<file path="src/tbd_cfg.svh">
`ifndef TBD_CFG_SVH
`define TBD_CFG_SVH
// ****************************************
// register offsets within the io window
// ****************************************
`define TBD_OFS_CNT0    8'h00
`define TBD_OFS_CNT1    8'h04
`define TBD_OFS_CNT2    8'h08
`define TBD_OFS_CTRL    8'h0C
`define TBD_OFS_SEL     8'h10
`define TBD_OFS_DIO     8'h14
`define TBD_OFS_EXT     8'h18
`define TBD_OFS_DORB    8'h1C
`define TBD_OFS_ID      8'h3C
// ****************************************
// field positions and reset values
// ****************************************
`define TBD_SEL_LSB     0
`define TBD_SEL_MSB     1
`define TBD_ID_SW_MSB   3
`define TBD_DO_RST      16'h0000
`define TBD_SEL_RST     2'h0
`define TBD_EXT_RST     16'h0000
// ****************************************
// configuration identity, values arbitrary
// ****************************************
`define TBD_CFG_VENDOR  16'h1A2B
`define TBD_CFG_DEVICE  16'h3C4D
`define TBD_CFG_SUBVEN  16'h5E6F
`define TBD_CFG_SUBDEV  16'h7081
// ****************************************
// configuration space dword offsets
// ****************************************
`define TBD_CFGO_ID     6'h00
`define TBD_CFGO_SUBID  6'h0B
`endif

</file>
<file path="src/tbd_pkg.sv">
package tbd_pkg;
    typedef logic [1:0]  tbd_chip_t;
    typedef logic [15:0] tbd_word_t;
    typedef enum logic [2:0] {
        TBD_R_CNT0,
        TBD_R_CNT1,
        TBD_R_CNT2,
        TBD_R_CTRL,
        TBD_R_NONE
    } tbd_cnt_reg_t;
endpackage

</file>
<file path="src/tbd_chip_if.sv">
`timescale 1ns/1ns
interface tbd_chip_if;
    logic [3:0] cs;
    logic [1:0] addr;
    logic       rd;
    logic       wr;
    logic [7:0] wdata;
    logic [7:0] rdata0;
    logic [7:0] rdata1;
    logic [7:0] rdata2;
    logic [7:0] rdata3;
    modport dec (output cs, addr, rd, wr, wdata, input rdata0, rdata1, rdata2, rdata3);
    modport chip (input cs, addr, rd, wr, wdata, output rdata0, rdata1, rdata2, rdata3);
endinterface

</file>
<file path="src/tbd_sync2.sv">
`timescale 1ns/1ns
module tbd_sync2 #(
    parameter int W = 16
) (
    input  wire logic         i_mclk,
    input  wire logic         i_rst_b,
    input  wire logic [W-1:0] i_async,
    output logic      [W-1:0] o_sync
);
    typedef struct packed {
        logic [W-1:0] meta;
        logic [W-1:0] sync;
    } tbd_sync_st_t;
    tbd_sync_st_t st_q;
    tbd_sync_st_t st_d;
    always_comb begin
        st_d      = st_q;
        st_d.meta = i_async;
        st_d.sync = st_q.meta;
    end
    always_ff @(posedge i_mclk or negedge i_rst_b) begin
        if (!i_rst_b) begin
            st_q <= '0;
        end else begin
            st_q <= st_d;
        end
    end
    assign o_sync = st_q.sync;
endmodule // tbd_sync2

</file>
<file path="src/tbd_io_decoder.sv">
`timescale 1ns/1ns
// Behaviour
// RULE1 - write 0x10 updates active chip selection
// RULE2 - select bits: 00..11 pick chips one..four
// RULE3 - all chips count; only selected responds
// RULE4 - host selects chip before counter access
// RULE5 - offsets 0,4,8,0xC route to selected chip
// RULE6 - read 0x14 returns sixteen input lines
// RULE7 - write 0x14 drives sixteen output lines
// RULE8 - 0x18 reads extended status; write sets extended control and clears irq
// RULE9 - config space holds four identity values
// RULE10 - read 0x1C returns last output word
// RULE11 - read 0x3C returns switches, upper zero
// RULE12 - select ignores bits 7..2; reads meaningless
`include "tbd_cfg.svh"
module tbd_io_decoder (
    input  wire logic             i_mclk,
    input  wire logic             i_rst_b,
    input  wire logic [7:0]       i_io_addr,
    input  wire logic             i_io_rd,
    input  wire logic             i_io_wr,
    input  wire logic [15:0]      i_io_wdata,
    input  wire logic [5:0]       i_cfg_addr,
    input  wire logic             i_cfg_rd,
    input  wire tbd_pkg::tbd_word_t i_input_lines,
    input  wire logic [3:0]       i_board_number_switch,
    input  wire logic [15:0]      i_ext_status,
    input  wire logic [7:0]       i_chip_rdata0,
    input  wire logic [7:0]       i_chip_rdata1,
    input  wire logic [7:0]       i_chip_rdata2,
    input  wire logic [7:0]       i_chip_rdata3,
    output logic [3:0]            o_chip_cs,
    output logic [1:0]            o_chip_addr,
    output logic                  o_chip_rd,
    output logic                  o_chip_wr,
    output logic [7:0]            o_chip_wdata,
    output logic [15:0]           o_output_lines,
    output logic [15:0]           o_ext_ctrl,
    output logic                  o_irq_clear,
    output logic [15:0]           o_io_rdata,
    output logic                  o_io_rvalid,
    output logic [31:0]           o_cfg_rdata,
    output logic                  o_cfg_rvalid
);
    import tbd_pkg::*;

    // ****************************************
    // input synchronisers
    // ****************************************
    logic [15:0] di_sync;
    logic [3:0]  sw_sync;
    logic [15:0] es_sync;

    tbd_sync2 #(.W(16)) u_di_sync (
        .i_mclk  (i_mclk),
        .i_rst_b (i_rst_b),
        .i_async (i_input_lines),
        .o_sync  (di_sync)
    );
    tbd_sync2 #(.W(4)) u_sw_sync (
        .i_mclk  (i_mclk),
        .i_rst_b (i_rst_b),
        .i_async (i_board_number_switch),
        .o_sync  (sw_sync)
    );
    tbd_sync2 #(.W(16)) u_es_sync (
        .i_mclk  (i_mclk),
        .i_rst_b (i_rst_b),
        .i_async (i_ext_status),
        .o_sync  (es_sync)
    );

    // ****************************************
    // counter chip bus carrier
    // ****************************************
    tbd_chip_if u_chip ();
    assign u_chip.rdata0 = i_chip_rdata0;
    assign u_chip.rdata1 = i_chip_rdata1;
    assign u_chip.rdata2 = i_chip_rdata2;
    assign u_chip.rdata3 = i_chip_rdata3;

    // ****************************************
    // state
    // ****************************************
    typedef struct packed {
        tbd_chip_t sel;
        tbd_word_t dout;
        tbd_word_t ext;
        logic      irq_clr;
        logic [3:0] cs;
        logic [1:0] caddr;
        logic      crd;
        logic      cwr;
        logic [7:0] cwdata;
        logic      chip_rd_pend;
        tbd_word_t rdata;
        logic      rvalid;
        logic [31:0] cfg_rdata;
        logic      cfg_rvalid;
    } tbd_dec_st_t;

    tbd_dec_st_t  st_q;
    tbd_dec_st_t  st_d;
    tbd_cnt_reg_t creg;
    logic [7:0]   chip_mux;

    // ****************************************
    // counter offset classification
    // ****************************************
    always_comb begin
        if (i_io_addr == `TBD_OFS_CNT0) begin
            creg = TBD_R_CNT0; // see RULE5
        end else if (i_io_addr == `TBD_OFS_CNT1) begin
            creg = TBD_R_CNT1;
        end else if (i_io_addr == `TBD_OFS_CNT2) begin
            creg = TBD_R_CNT2;
        end else if (i_io_addr == `TBD_OFS_CTRL) begin
            creg = TBD_R_CTRL;
        end else begin
            creg = TBD_R_NONE;
        end
    end

    // selected chip read data
    always_comb begin
        case (st_q.sel)
            2'h0:    chip_mux = u_chip.rdata0;
            2'h1:    chip_mux = u_chip.rdata1;
            2'h2:    chip_mux = u_chip.rdata2;
            default: chip_mux = u_chip.rdata3;
        endcase
    end

    // ****************************************
    // register address decode
    // ****************************************
    logic hit_sel;
    logic hit_dio;
    logic hit_ext;
    logic hit_dorb;
    logic hit_id;
    always_comb begin
        hit_sel  = 1'b0;
        hit_dio  = 1'b0;
        hit_ext  = 1'b0;
        hit_dorb = 1'b0;
        hit_id   = 1'b0;
        if (i_io_addr == `TBD_OFS_SEL) begin
            hit_sel = 1'b1;
        end else if (i_io_addr == `TBD_OFS_DIO) begin
            hit_dio = 1'b1;
        end else if (i_io_addr == `TBD_OFS_EXT) begin
            hit_ext = 1'b1;
        end else if (i_io_addr == `TBD_OFS_DORB) begin
            hit_dorb = 1'b1;
        end else if (i_io_addr == `TBD_OFS_ID) begin
            hit_id = 1'b1;
        end
    end

    // ****************************************
    // request qualification
    // ****************************************
    logic       chip_hit;
    logic       rd_go;
    logic       wr_sel;
    logic       wr_dio;
    logic       wr_ext;
    logic [3:0] chip_onehot;
    assign chip_hit = (creg != TBD_R_NONE);
    assign rd_go    = i_io_rd && !i_io_wr;
    assign wr_sel   = i_io_wr && hit_sel;
    assign wr_dio   = i_io_wr && hit_dio;
    assign wr_ext   = i_io_wr && hit_ext;

    // ****************************************
    // chip strobe for the active selection
    // ****************************************
    always_comb begin
        case (st_q.sel)
            2'h0:    chip_onehot = 4'h1; // see RULE2
            2'h1:    chip_onehot = 4'h2;
            2'h2:    chip_onehot = 4'h4;
            default: chip_onehot = 4'h8;
        endcase
    end

    // ****************************************
    // register read data
    // ****************************************
    tbd_word_t   reg_rdata;
    logic [31:0] cfg_word;
    // unmapped and write-only offsets read as zero
    always_comb begin
        if (hit_dio) begin
            reg_rdata = di_sync; // see RULE6
        end else if (hit_ext) begin
            reg_rdata = es_sync; // see RULE8
        end else if (hit_dorb) begin
            reg_rdata = st_q.dout; // see RULE10
        end else if (hit_id) begin
            reg_rdata = {12'h000, sw_sync}; // see RULE11
        end else begin
            reg_rdata = 16'h0000; // see RULE12
        end
    end

    // ****************************************
    // configuration identity
    // ****************************************
    always_comb begin
        if (i_cfg_addr == `TBD_CFGO_ID) begin
            cfg_word = {`TBD_CFG_DEVICE, `TBD_CFG_VENDOR}; // see RULE9
        end else if (i_cfg_addr == `TBD_CFGO_SUBID) begin
            cfg_word = {`TBD_CFG_SUBDEV, `TBD_CFG_SUBVEN}; // see RULE9
        end else begin
            cfg_word = 32'h0000_0000;
        end
    end

    // ****************************************
    // next state
    // ****************************************
    always_comb begin
        st_d              = st_q;
        st_d.irq_clr      = 1'b0;
        st_d.cs           = 4'h0;
        st_d.crd          = 1'b0;
        st_d.cwr          = 1'b0;
        st_d.rvalid       = 1'b0;
        st_d.cfg_rvalid   = 1'b0;
        st_d.chip_rd_pend = 1'b0;

        // chip read answers one cycle after strobe
        if (st_q.chip_rd_pend) begin
            st_d.rdata  = {8'h00, chip_mux};
            st_d.rvalid = 1'b1;
        end

        // write wins over a read in the same cycle
        if (i_io_wr && chip_hit) begin
            st_d.cs     = chip_onehot; // see RULE3 see RULE5
            st_d.caddr  = creg[1:0];
            st_d.cwr    = 1'b1;
            st_d.cwdata = i_io_wdata[7:0];
        end else if (wr_sel) begin
            st_d.sel = i_io_wdata[`TBD_SEL_MSB:`TBD_SEL_LSB]; // see RULE1 see RULE2 see RULE12
        end else if (wr_dio) begin
            st_d.dout = i_io_wdata; // see RULE7
        end else if (wr_ext) begin
            st_d.ext     = i_io_wdata;
            st_d.irq_clr = 1'b1; // see RULE8
        end else if (rd_go && chip_hit) begin
            st_d.cs           = chip_onehot; // see RULE5
            st_d.caddr        = creg[1:0];
            st_d.crd          = 1'b1;
            st_d.chip_rd_pend = 1'b1;
        end else if (rd_go) begin
            st_d.rvalid = 1'b1;
            st_d.rdata  = reg_rdata;
        end

        if (i_cfg_rd) begin
            st_d.cfg_rvalid = 1'b1;
            st_d.cfg_rdata  = cfg_word;
        end
    end

    always_ff @(posedge i_mclk or negedge i_rst_b) begin
        if (!i_rst_b) begin
            st_q      <= '0;
            st_q.sel  <= `TBD_SEL_RST;
            st_q.dout <= `TBD_DO_RST;
            st_q.ext  <= `TBD_EXT_RST;
        end else begin
            st_q <= st_d;
        end
    end

    // ****************************************
    // outputs
    // ****************************************
    assign u_chip.cs    = st_q.cs;
    assign u_chip.addr  = st_q.caddr;
    assign u_chip.rd    = st_q.crd;
    assign u_chip.wr    = st_q.cwr;
    assign u_chip.wdata = st_q.cwdata;

    // ****************************************
    // host side outputs
    // ****************************************
    assign o_chip_cs      = u_chip.cs;
    assign o_chip_addr    = u_chip.addr;
    assign o_chip_rd      = u_chip.rd;
    assign o_chip_wr      = u_chip.wr;
    assign o_chip_wdata   = u_chip.wdata;
    assign o_output_lines = st_q.dout;
    assign o_ext_ctrl     = st_q.ext;
    assign o_irq_clear    = st_q.irq_clr;
    assign o_io_rdata     = st_q.rdata;
    assign o_io_rvalid    = st_q.rvalid;
    assign o_cfg_rdata    = st_q.cfg_rdata;
    assign o_cfg_rvalid   = st_q.cfg_rvalid;
endmodule // tbd_io_decoder

</file>
<file path="config.mk">
export PLATFORM = sky130hd
export DESIGN_NAME = tbd_io_decoder
export DESIGN_NICKNAME = d
export VERILOG_FILES = /design/src/tbd_pkg.sv /design/src/tbd_chip_if.sv /design/src/tbd_sync2.sv /design/src/tbd_io_decoder.sv
export VERILOG_INCLUDE_DIRS = /design/src
export SDC_FILE = /design/constraint.sdc
export NUM_CORES = 1
export LEC_CHECK = 0
export ABC_AREA = 1
export BUFFER_PORTS_ARGS = -buffer_cell sky130_fd_sc_hd__clkbuf_2
export CORE_MARGIN = 3
export CORE_UTILIZATION = 51
export CTS_CLUSTER_DIAMETER = 30
export DETAILED_ROUTE_END_ITERATION = 6
export PLACE_DENSITY = 0.8
export SYNTH_ARGS = -nofsm -noshare
export SYNTH_HDL_FRONTEND = slang
export SYNTH_SLANG_ARGS = --single-unit
</file>
<file path="constraint.sdc">
create_clock -name i_mclk -period 1.4 [get_ports i_mclk]
set_input_delay 0 -clock i_mclk [delete_from_list [all_inputs] [get_ports i_mclk]]
set_output_delay 0 -clock i_mclk [all_outputs]
set_load 0.01 [all_outputs]
</file>
Yosys cells after proc, flatten, opt, wreduce, memory -nomap -nowiden
Cells that the tools add are included.
{"block": "word_totals", "reg_bits": 173, "inputBits": 103, "out_inout_bits": 99, "wordCells": 98}
{"block": "op_classes", "eq_ne": 15, "n_mux": 45, "bitwise_logic": 3, "n_reduce_logical": 15}
{"cell": "$mux 18", "n": 4}
{"cell": "$mux 31", "n": 2}
{"cell": "$mux 17", "n": 3}
{"cell": "$mux 16", "n": 3}
{"cell": "$eq 8x5->1 const B", "n": 4}
{"cell": "$pmux 8 s3", "n": 1}
{"cell": "$mux 1", "n": 20}
{"cell": "$eq 8x4->1 const B", "n": 2}
{"cell": "$mux 8", "n": 2}
{"cell": "$mux 7", "n": 2}
{"cell": "$mux 3", "n": 4}
{"cell": "$pmux 4 s3", "n": 1}
{"cell": "$mux 9", "n": 1}
{"cell": "$eq 8x3->1 const B", "n": 1}
{"cell": "$eq 8x6->1 const B", "n": 1}
{"cell": "$logic_not 8->1", "n": 1}
{"cell": "$reduce_and 4->1", "n": 2}
{"cell": "$eq 6x4->1 const B", "n": 1}
{"cell": "$logic_and 1x1->1", "n": 6}
{"cell": "$logic_not 6->1", "n": 1}
{"cell": "$mux 6", "n": 1}
{"cell": "$ne 2x1->1 const B", "n": 3}
{"cell": "$mux 4", "n": 1}
{"cell": "$ne 3x3->1 const B", "n": 1}
{"cell": "8 further kinds", "n": 10}

Longest topological paths before layout
{"block": "depth", "depth_word": 16, "depth_mapped": 9, "ltp_nobuf": 8}

Hierarchy
Synthesis repeated with hierarchy kept, for this count alone.
{"block": "unflattened", "cells_unflattened": 649, "area_unflattened_um2": 6237.2}
{"mod": "tbd_io_decoder", "n_inst": 1, "cells_each": 577, "area_each_um2": 4435.5, "seq_area_each_um2": 1801.7}
{"mod": "tbd_sync2 at u_di_sync ...", "n_inst": 2, "cells_each": 32, "area_each_um2": 800.8, "seq_area_each_um2": 800.8}
{"mod": "tbd_sync2 at u_sw_sync", "n_inst": 1, "cells_each": 8, "area_each_um2": 200.2, "seq_area_each_um2": 200.2}

Worst setup path before layout
OpenSTA, ideal clock, no wires.
{"block": "synth_timing", "path_kind": "reg2reg", "start": "reg st_q[50] (netlist bit)", "end": "reg st_q (netlist bit o_io_rdata[0])", "setup_ps": 121, "arrival_time_ps": 1103, "required_ps": 1279, "path_slack_ps": 176, "path_stages_with_launch": 6, "path_buffers": 1, "period_less_slack_ps": 1224, "path_cell_list": "dfrtp_1 > inv_1 > clkbuf_1 > nor2_1 > a21oi_1 > a21oi_1"}
{"element": "start, declared", "line_no": "tbd_io_decoder.sv:102", "source": "tbd_dec_st_t st_q;"}
{"element": "start signal, assigned", "line_no": "tbd_io_decoder.sv:276", "source": "st_q <= st_d;"}

==> impl_metrics.yaml <==
setup_path:
  setup.worst_path.start_class: "primary input"
  worstPathRequired_ns: 1.68
  critical_path.reg2reg.endpoint: "o_io_rdata[5]"
  setup.worst_path.start: "i_io_addr[5]"
  end_kind: "flop"
  cp_max_fo: 9
  flop_to_flop_setup_slack_ns: 0.10
  cp.arrival_ns: 1.64
  critical_path_class: "in -> reg"
  reg2reg_depth: 6
  worst_r2r_startpoint: "st_q[100]"
final_layout:
  number_of_nets_in_the_final_layout: 930
  area.growth.synth_to_final_pct: 29.2
  antenna_cells_inserted: 0
  layout.cells.most_common: "sky130_fd_sc_hd__clkbuf_2"
  stdcell_count: 983
  final_layout_size_suffix_gt1_share_pct: 32.6
  final_cell_mix: "sky130_fd_sc_hd__clkbuf_2, sky130_fd_sc_hd__nand2_1, sky130_fd_sc_hd__dfrtp_1"
  filler_cell_count: 840
  final_util_pct: 68.8
  post_route_design_area_mm2: 0.00800
logic_synthesis:
  synth-seq-cells: 144
  syn_area_per_cell_um2: 9.76
  distinct_cell_type_count_of_the_synthesized_netlist: 25
  yosysWarningCount: 0
  synthesis.instances: 634
  post_synthesis_cell_area_mm2: 0.00619
  seq_area_frac_synth_pct: 58.2
global_route:
  grt_start_max_net_pins: 50
  track_usage_pct: 23.9
  gr-total-overflow: 0
  grt_antenna_before_repair: 0
  first_pass_grt_wire_length_mm: 24.6
  first_global_vias: 5097
placed_design:
  dpl_cell_area_mm2: 0.00663
  place_congestion: 0.965
  buffer_ports.inserted: 190
  hpwl_mm: 10.4
  numPlacedInstances: 878
  dpl_worst_slack_ns: -0.0229
clocking:
  tritoncts: "done"
  clk-insertion-delay-late_ns: 0.40
  post_cts_buffers: 0
  tritoncts_num_sinks: 144
  max-clock-path-buffers: 2
  cts.clk_slew.worst_paths_ns: 0.06
  tritoncts.num_buffers: 17
  cts_root_buffer: "sky130_fd_sc_hd__clkbuf_16"
  cts-htree-levels: 4
worst_hold_path:
  hold_path_startpoint: "i_cfg_addr[4]"
  hold_path_class: "in -> reg"
  min_delay_path_depth: 6
  end_point_of_the_worst_hold_path: "o_cfg_rdata[27]"
timing:
  clock-skew-final_ns: 0.00847
  fmax_mhz: 738
  final-hold-violation-count: 1
  setup_viol_count_final: 0
  setup_repair_after_global_routing_missed_its_margin: "false"
  finalHoldWorstSlack_ns: -0.0181
  timing.final.crit_period_ns: 1.36
  post-route-period-util_pct: 96.8
  slew_violations: 0
  setup_ws_ns: 0.0443
die:
  die_h_um: 116
  io_pins: 202
  overall_die_area_mm2: 0.0135
  design.core.area_mm2: 0.0116
  die_w_um: 116
  initial_core_util_pct: 53.3
  floorplan.rows: 39
detailed_routing:
  via_per_inst: 4.91
  wl_mm: 15.4
  postRouteAntennaNets: 0
  via_count: 4826
  count_of_tritonroute_iterations_in_the_first_routing_pass: 5
  post_drt_wl_per_cell_um: 15.7
  detail_route.drc_violations: 0
  drt_iter0_markers: 269
power_and_ir_drop:
  power.combinational.fraction_pct: 10.1
  power_frac_clock_pct: 44.8
  power_report.internal_total_mw: 7.65
  p_leak_nw: 4.19
  power_switching_share_pct: 23.3
  power_mw: 9.98
  power-per-cell-area_mw_per_mm2: 1250
  total_switching_power_mw: 2.32
  largest_voltage_drop_on_the_vdd_net_mv: 0.990
  seq_power_share_pct: 45.1
job:
  cap_viol_max_count: 0
status:
  failed_checks: "negative hold slack"
  run_status: "finished with violations"
metrics by stage:
stage                     hold WS [ns]  TNS, ns
final                          -0.0181        0
after global placement         -0.0376        0
after CTS                      -0.0135        0
after global routing           0.00752        0
after detailed placement       -0.0278  -0.0433
after floorplan                 -0.296        0
power by group through the flow:
| stage | combinational, mW | clock [mW] | sequential, mW |
|---|---|---|---|
| final | 1.01 | 4.47 | 4.50 |
| after global routing | 1.11 | 4.76 | 4.53 |
| after CTS | 0.995 | 4.54 | 4.50 |
| after detailed placement | 0.833 | 0 | 4.57 |
| after global placement | 0.808 | 0 | 4.56 |
| after floorplan | 0.585 | 0 | 4.53 |
cells by family (layout without fill, tap and decap cells):
family / count (synthesis) / after routing / share of synthesized area, %
AO/OA/AOI/OAI: 65 / 65 / 6.33
buffers and inverters: 158 / 354 / 16.5
flip-flops: 144 / 144 / 58.2
other: 1 / 11 / 0.0606
AND/OR/NAND/NOR: 266 / 266 / 18.9
routing by layer:
metal	wire length [um]	track usage [%]
met1	5940	27.2
met2	7880	42.2
met3	1200	6.94
met4	387	9.98
met5	0	0
registers in the layout, indices dropped and copies added (netlist names), 2 cells and up:
name / cells
o_cfg_rdata: 3
o_chip_addr: 2
o_chip_cs: 4
o_chip_wdata: 8
o_ext_ctrl: 16
o_io_rdata: 16
o_output_lines: 16
st_q: 3
u_di_sync.o_sync: 16
u_di_sync.st_d: 16
u_es_sync.o_sync: 16
u_es_sync.st_d: 16
u_sw_sync.o_sync: 4
u_sw_sync.st_d: 4
synth_stat cells, drive strengths merged:
cell	number	area, um^2
or2	2	12.5
nand2	160	613
a21oi	12	60.1
o31ai	1	7.51
clkbuf	2	17.5
nor2	44	215
nand4	6	37.5
nor3	4	20.0
conb	1	3.75
inv	47	176
nand3	50	270
o21ai	52	324
dfrtp	144	3600
buf	109	826
critical path, cell delays in order:
cell and delay (ns):
sky130_fd_sc_hd__dlygate4sd3_1 0.55, sky130_fd_sc_hd__clkbuf_2 0.13, sky130_fd_sc_hd__inv_1 0.09, sky130_fd_sc_hd__nand2_1 0.09
sky130_fd_sc_hd__nor2_4 0.16, sky130_fd_sc_hd__nand2_2 0.17, sky130_fd_sc_hd__or2_0 0.26, sky130_fd_sc_hd__nand3_1 0.10
sky130_fd_sc_hd__nand2_1 0.07
worst max path at each step:
| stage | cells after the start | slack, ns | endpoint |
|---|---|---|---|
| CTS | 10 | 0.01 | o_io_rdata[2] |
| finish | 9 | 0.04 | o_io_rdata[8] |
| global route | 7 | 0.02 | o_chip_cs[0] |
| global placement | 6 | 0.1 | o_io_rdata[0] |
| floorplan | 5 | 0.18 | o_io_rdata[0] |
| detailed placement | 6 | -0.02 | o_io_rdata[0] |
area by class of cell:
cell class	count	area, um^2	share of cell area, %
repair buffers	275	1820	22.7
multi-input cells	342	1620	20.3
clock buffers	19	433	5.41
inverters	47	176	2.21
flip-flops and latches	144	3610	45.1
well taps	143	179	2.24
clock inverters	13	164	2.05
what timing repair did:
action	4_1_cts	5_1_grt
endpoints found under the hold margin	235	2
endpoints found under the setup margin	6	20
hold buffers	73	1
gates resized for setup	1	10
pin swaps	0	1
Note: power is estimated with default switching activity, not from simulation.
